## config.mk

```make
export PLATFORM = sky130hd
export DESIGN_NAME = srd_reader
export DESIGN_NICKNAME = d
export VERILOG_FILES = /design/src/hw/srd_pkg.sv /design/src/hw/srd_strobe_gen.sv /design/src/hw/srd_reader.sv
export SDC_FILE = /design/constraint.sdc
export NUM_CORES = 1
export LEC_CHECK = 0
export ABC_AREA = 0
export BUFFER_PORTS_ARGS = -buffer_cell sky130_fd_sc_hd__buf_2
export CORE_MARGIN = 1
export CORE_UTILIZATION = 60
export DETAILED_ROUTE_END_ITERATION = 6
export HOLD_SLACK_MARGIN = 0.03
export PLACE_DENSITY = 0.77
export SETUP_SLACK_MARGIN = 0.02
export SKIP_LAST_GASP = 1
export SLEW_MARGIN = 20
export SYNTH_ARGS = -nofsm -noshare
export SYNTH_HDL_FRONTEND = slang
export SYNTH_SLANG_ARGS = --single-unit
export TNS_END_PERCENT = 20
```

## constraint.sdc

```tcl
create_clock -name core_clk -period 4.05 [get_ports core_clk]
set_clock_uncertainty 0.05 [all_clocks]
set_input_delay 0 -clock core_clk [delete_from_list [all_inputs] [get_ports core_clk]]
set_output_delay 0 -clock core_clk [all_outputs]
set_load 0.03 [all_outputs]
```

## src/hw/srd_pkg.sv

```systemverilog
// Shared constants of the stripe reader output stage.
// Assumes a 200 MHz core clock; all times are converted to cycles here.
package srd_pkg;
    localparam int CLK_MHZ = 200;
    // Flux reversals sensed before card-detect is asserted
    localparam logic [3:0] FLUX_DETECT_COUNT = 4'he;
    // Card-detect release after the last strobe
    localparam int CARD_GONE_MS = 150;
    localparam int CARD_GONE_CYCLES = CARD_GONE_MS * 1000 * CLK_MHZ;
    localparam int IDLE_CNT_W = 25;
    // Strobe shape: data setup, low time, data hold
    localparam int STB_SETUP_NS = 500;
    localparam int STB_LOW_NS = 1000;
    localparam int STB_HOLD_NS = 500;
    localparam logic [7:0] STB_SETUP_CYC = 8'((STB_SETUP_NS * CLK_MHZ + 999) / 1000);
    localparam logic [7:0] STB_LOW_CYC = 8'((STB_LOW_NS * CLK_MHZ + 999) / 1000);
    localparam logic [7:0] STB_HOLD_CYC = 8'((STB_HOLD_NS * CLK_MHZ + 999) / 1000);
    // Reset values of the active-low reader lines
    localparam logic LINE_IDLE = 1'b1;
endpackage

```

## src/hw/srd_strobe_gen.sv

```systemverilog
// Strobe pulse generator and its carrier interface.
// Assumes an active-high reset from the top module, asserted asynchronously.
`timescale 1ns/1ps

interface srd_stb_if;
    logic start;
    logic bitOne;
    logic busy;
    logic strobeN;
    logic dataN;
    modport gen (input start, input bitOne, output busy, output strobeN, output dataN);
    modport ctl (output start, output bitOne, input busy, input strobeN, input dataN);
endinterface

module srd_strobe_gen
    import srd_pkg::*;
(
    input wire logic clk,
    input wire logic rst,
    srd_stb_if.gen stb
);
    typedef enum logic [1:0] {SG_IDLE, SG_SETUP, SG_LOW, SG_HOLD} srd_sg_state_t;
    typedef struct packed {
        srd_sg_state_t state;
        logic [7:0] cnt;
        logic dataN;
        logic strobeN;
    } srd_sg_t;

    srd_sg_t s_r;
    srd_sg_t s_nxt;

    always_comb begin
        s_nxt = s_r;
        case (s_r.state)
            SG_IDLE: begin
                if (stb.start) begin
                    s_nxt.dataN = ~stb.bitOne;
                    s_nxt.cnt = STB_SETUP_CYC;
                    s_nxt.state = SG_SETUP;
                end
            end
            SG_SETUP: begin
                if (s_r.cnt == 8'h01) begin
                    s_nxt.strobeN = 1'b0;
                    s_nxt.cnt = STB_LOW_CYC;
                    s_nxt.state = SG_LOW;
                end else begin
                    s_nxt.cnt = s_r.cnt - 8'h01;
                end
            end
            SG_LOW: begin
                if (s_r.cnt == 8'h01) begin
                    s_nxt.strobeN = LINE_IDLE;
                    s_nxt.cnt = STB_HOLD_CYC;
                    s_nxt.state = SG_HOLD;
                end else begin
                    s_nxt.cnt = s_r.cnt - 8'h01;
                end
            end
            SG_HOLD: begin
                if (s_r.cnt == 8'h01) begin
                    s_nxt.dataN = LINE_IDLE;
                    s_nxt.state = SG_IDLE;
                end else begin
                    s_nxt.cnt = s_r.cnt - 8'h01;
                end
            end
            default: begin
                s_nxt.state = SG_IDLE;
            end
        endcase
    end

    always_ff @(posedge clk or posedge rst) begin
        if (rst) begin
            s_r <= '{state: SG_IDLE, cnt: 8'h00, dataN: LINE_IDLE, strobeN: LINE_IDLE};
        end else begin
            s_r <= s_nxt;
        end
    end

    assign stb.busy = (s_r.state != SG_IDLE);
    assign stb.strobeN = s_r.strobeN;
    assign stb.dataN = s_r.dataN;
endmodule

```

## src/hw/srd_reader.sv

```systemverilog
// Output stage of a stripe reader: card-detect, strobe and data lines.
// Assumes fluxIn is an asynchronous pin toggling per head flux reversal,
// and recovered bits come in card order from same-clock decoder logic.
`timescale 1ns/1ps

// Behaviour
// Lines high while idle, active low
// Card-detect falls before strobe or data
// Card-detect after fourteen flux reversals
// No strobes before card-detect asserts
// One strobe per recovered bit
// Host samples data on strobe fall
// Data low at strobe means one
// Strobes stop when card leaves head
// Card-detect releases 150 ms after strobes
// Host checks parity and LRC
// Host forwards data only without errors
// Characters sent least significant bit first
// Host may store character per byte
// Host may pack bits contiguously
// Host may count strobes instead
// Tracks two, three: four bits plus parity
// Track one: six bits plus parity
// Check character is XOR, odd parity
// Host synchronises the three lines
module srd_reader
    import srd_pkg::*;
#(
    parameter int unsigned CARD_GONE_CYC = CARD_GONE_CYCLES
) (
    input wire logic core_clk,
    input wire logic rstn,
    input wire logic fluxIn,
    input wire logic bitValid,
    input wire logic bitValue,
    output logic bitReady,
    output logic cardPresentN,
    output logic strobeN,
    output logic dataN
);
    typedef struct packed {
        logic fluxSync1;
        logic fluxSync2;
        logic fluxPrev;
        logic [3:0] fluxCount;
        logic cardOn;
        logic [IDLE_CNT_W-1:0] idleCnt;
        logic bitReady;
        logic cardPresentN;
    } srd_top_t;

    logic [1:0] rstSync_r;
    logic rst;
    srd_top_t s_r;
    srd_top_t s_nxt;
    logic fluxEdge;
    logic idleDone;
    logic take;

    srd_stb_if stb();

    srd_strobe_gen u_gen (
        .clk(core_clk),
        .rst(rst),
        .stb(stb)
    );

    // Reset release through two flops
    always_ff @(posedge core_clk or negedge rstn) begin
        if (!rstn) begin
            rstSync_r <= 2'h0;
        end else begin
            rstSync_r <= {rstSync_r[0], 1'b1};
        end
    end
    assign rst = ~rstSync_r[1];

    assign fluxEdge = s_r.fluxSync2 ^ s_r.fluxPrev;
    assign idleDone = (32'(s_r.idleCnt) >= CARD_GONE_CYC - 1);
    // Bits only accepted while card-detect is low
    assign take = bitValid && s_r.bitReady && s_r.cardOn;
    assign stb.start = take;
    assign stb.bitOne = bitValue;

    always_comb begin
        s_nxt = s_r;
        s_nxt.fluxSync1 = fluxIn;
        s_nxt.fluxSync2 = s_r.fluxSync1;
        s_nxt.fluxPrev = s_r.fluxSync2;
        if (!s_r.cardOn) begin
            if (fluxEdge) begin
                s_nxt.idleCnt = '0;
                if (s_r.fluxCount == FLUX_DETECT_COUNT - 4'h1) begin
                    s_nxt.cardOn = 1'b1;
                    s_nxt.fluxCount = 4'h0;
                end else begin
                    s_nxt.fluxCount = s_r.fluxCount + 4'h1;
                end
            end else if (s_r.fluxCount != 4'h0) begin
                // Stray reversals are forgotten after the same quiet time
                if (idleDone) begin
                    s_nxt.fluxCount = 4'h0;
                    s_nxt.idleCnt = '0;
                end else begin
                    s_nxt.idleCnt = s_r.idleCnt + 1'b1;
                end
            end
        end else begin
            if (take || stb.busy) begin
                s_nxt.idleCnt = '0;
            end else if (idleDone) begin
                s_nxt.cardOn = 1'b0;
                s_nxt.idleCnt = '0;
            end else begin
                s_nxt.idleCnt = s_r.idleCnt + 1'b1;
            end
        end
        s_nxt.bitReady = s_nxt.cardOn && !stb.busy && !take;
        // Card-detect leads; strobes need a full setup time after it
        s_nxt.cardPresentN = ~s_nxt.cardOn;
    end

    always_ff @(posedge core_clk or posedge rst) begin
        if (rst) begin
            s_r <= '{fluxSync1: 1'b0, fluxSync2: 1'b0, fluxPrev: 1'b0,
                     fluxCount: 4'h0, cardOn: 1'b0, idleCnt: '0,
                     bitReady: 1'b0, cardPresentN: LINE_IDLE};
        end else begin
            s_r <= s_nxt;
        end
    end

    assign bitReady = s_r.bitReady;
    assign cardPresentN = s_r.cardPresentN;
    assign strobeN = stb.strobeN;
    assign dataN = stb.dataN;
endmodule

```

==> impl_metrics.yaml <==
clocking:
  cts_resized: 0
  clk_pin_slew_worst_paths_ps: 80
  cts_root_buf: "clkbuf_8"
  clock_path_buffers: 2
  numCtsBuffers: 5
  cts_tree: "done"
  insertion_delay_ps: 300
  cts_max_level: 2
  cts.sinks: 49
global_route:
  gr-total-overflow: 0
  first_global_vias: 1806
  grt_pass1_wl_um: 8090
  grt_use_total: 0.231
  antenna_found_initial: 0
  grt_max_degree: 48
place:
  port_buffers: 8
  place_congestion: 0.847
  dp.final_hpwl_um: 3270
power:
  power.density_nw_per_um2: 550
  power_mw: 1.59
  ir_worst_vdd_mv: 0.404
  leakage_nw: 1.28
die:
  die_x_um: 68.9
  ioPinCount: 9
  rows: 23
  core_area_um2: 4140
  die_area_um2: 4740
  die_h_um: 68.9
  initial_core_util: 0.647
sta:
  setup_tns_ps: 0
  maxSlewHeadroom: 0.424
  rsz0062_at_grt: "no"
  timing.fmax_mhz: 407
  fin_crit_ps: 2460
  timing.final.hold_violations: 0
  finalCritPeriodShare: 0.607
  tightest_slew_ps: 864
  setup_viol: 0
  maxSlewViolCount: 0
logic_synthesis:
  synth_cells: 274
  ys_seq_elements: 49
  syn_nets: 290
  synth_edf_count: 0
  yosysSeqAreaShare: 0.459
  async_flop_share: 1.00
  avgSynthCellArea_um2: 9.79
  netlist-cell-type-count: 52
  syn_area_um2: 2680
  synth_warnings: 0
  synthFlopType: "dfrtp_1"
status:
  status: "finished, final reports clean"
routing:
  drt-initial-drc-count: 111
  drt-met1-wl_um: 2450
  via_count: 2036
  drt_pass1_iterations: 4
  postRouteAntennaNets: 0
  wl_met3_um: 193
  wirelength_um: 4940
  dr.max_layer_used: "met4"
  viasPerCell: 6.08
  drc: 0
  wl_met2_um: 2250
  wl_per_cell_um: 14.8
worst_setup_path:
  crit_buf_inv: 0
  slowest_stage: "a31oi_4"
  critPathMaxFanout: 23
  critPathCaptureType: "register"
  cp_top_family: "simple AND/OR/NAND/NOR gates"
  worstSetupStartpointType: "register"
  crit_chain: "nor4_1 > nand4_1 > or4b_4 > a31oi_4 > nor2_1"
  critPathKind: "register to register"
  max_stage_delay_ps: 590
  arrival_ps: 2570
  required_ps: 4160
job:
  drv_cap: 0
min_path:
  hp-class: "input port to register"
finish:
  antenna-diode-count: 0
  area_growth_pct: 8.07
  drive_above_1_share: 0.116
  nets: 300
-- worst register-to-register path, cell delays in order (launching register included) --
cell and delay, ps:
dfrtp_1 440, nor4_1 390, nand4_1 160, or4b_4 550
a31oi_4 600, nor2_1 120
-- repair_timing --
item,in CTS,in global routing
hold buffers,4,0
buffers inserted,0,0
hold endpoints to repair,4,0
-- flip-flops by register name, summed over array words and instances (netlist names) --
name	flops
cardPresentN	1
rstSync_r	2
u_gen.stb.strobeN	1
s_nxt	2
u_gen.s_r	10
bitReady	1
s_r	31
u_gen.stb.dataN	1
-- cell families (layout without fill, tap and decap cells) --
| group | after synthesis | after routing | share of synthesized area |
|---|---|---|---|
| XOR/XNOR | 23 | 23 | 0.0751 |
| adder cells (fa/ha/maj) | 11 | 11 | 0.0513 |
| multiplexers | 2 | 2 | 0.00840 |
| flip-flops | 49 | 49 | 0.459 |
| buffers and inverters | 17 | 28 | 0.0299 |
| AO/OA/AOI/OAI | 50 | 50 | 0.128 |
| AND/OR/NAND/NOR | 121 | 121 | 0.247 |
| other | 1 | 1 | 0.00140 |
-- layout make-up --
type / count / area [um^2]
Timing Repair Buffer: 13 / 87.6
Clock buffer: 7 / 86.3
Tap cell: 50 / 62.6
Inverter: 7 / 26.3
Multi-Input combinational cell: 208 / 1370
Sequential cell: 49 / 1230
Fill cell: 330 / 1250
Clock inverter: 1 / 30.0
-- metal layers --
metal,up-vias,track usage
met3,6,0.0461
met2,49,0.367
met1,974,0.323
met4,0,0.0612
li1,1007,-
met5,-,0
-- worst paths after layout --
check / startpoint / endpoint / slack, ps / cells after the start
hold / removal: bitValid / bitReady$_DFF_PN0_ / 50 / 4
max in group asynchronous: rstSync_r[1]$_DFF_PN0_ / s_r[17]$_DFFE_PN0P_ / 3260 / 0
min in group asynchronous: rstSync_r[1]$_DFF_PN0_ / u_gen.s_r[9]$_DFFE_PN0P_ / 290 / 0
hold reg to reg: rstSync_r[1]$_DFF_PN0_ / u_gen.s_r[9]$_DFFE_PN0P_ / 290 / 0
setup reg to reg: s_r[12]$_DFFE_PN0P_ / s_r[19]$_DFFE_PN0P_ / 1590 / 5
setup / recovery: s_r[12]$_DFFE_PN0P_ / s_r[19]$_DFFE_PN0P_ / 1590 / 5
-- cell usage in the layout (no fill, tap or decap), types with 3 or more instances in the layout --
cell type      count
ha_1              11
a22o_1             3
xnor2_1            5
a21oi_1           12
a31oi_1            3
xor2_1            18
and3_1             6
o21ai_0           13
inv_1              7
nand2_1           21
nand2b_1           3
dfrtp_1           45
nand3_1           15
buf_2              8
clkbuf_8           6
nor4_1             5
nand4_1           11
nor2_1            31
dlygate4sd3_1      4
a21o_1             4
dfstp_2            3
nor3_1             5
-- per-stage QoR --
stage                     std cells   util  hold WS [ps]  worst slack (ps)  area, um^2
after global routing            335  0.699          98.1              1390        2900
after CTS                       335  0.699          40.6              1570        2900
after floorplan                 274      -          -346              2090        2680
final                           335  0.699          50.9              1590        2900
after global placement          323  0.661          -265              1680        2740
after detailed placement        323  0.661          -261              1610        2740
-- cell usage after synthesis, types with 6 or more instances --
master    instances  area [um^2]
dfrtp_1          46         1150
xor2_1           18          158
ha_1             11          138
nand3_1          15         75.1
o21ai_0          13         65.1
clkbuf_1          7         26.3
nand2_1          21         78.8
a21oi_1          12         60.1
inv_1             7         26.3
and3_1            6         37.5
nand4_1          11         68.8
nor2_1           31          116
-- report_power, final --
group / internal, mW / switching [mW] / leakage [nW] / total [mW]
Clock: 0.201 / 0.159 / 0.0585 / 0.360
Combinational: 0.241 / 0.357 / 0.600 / 0.598
Sequential: 0.565 / 0.0707 / 0.619 / 0.635
Power figures use the tool's default switching activity.
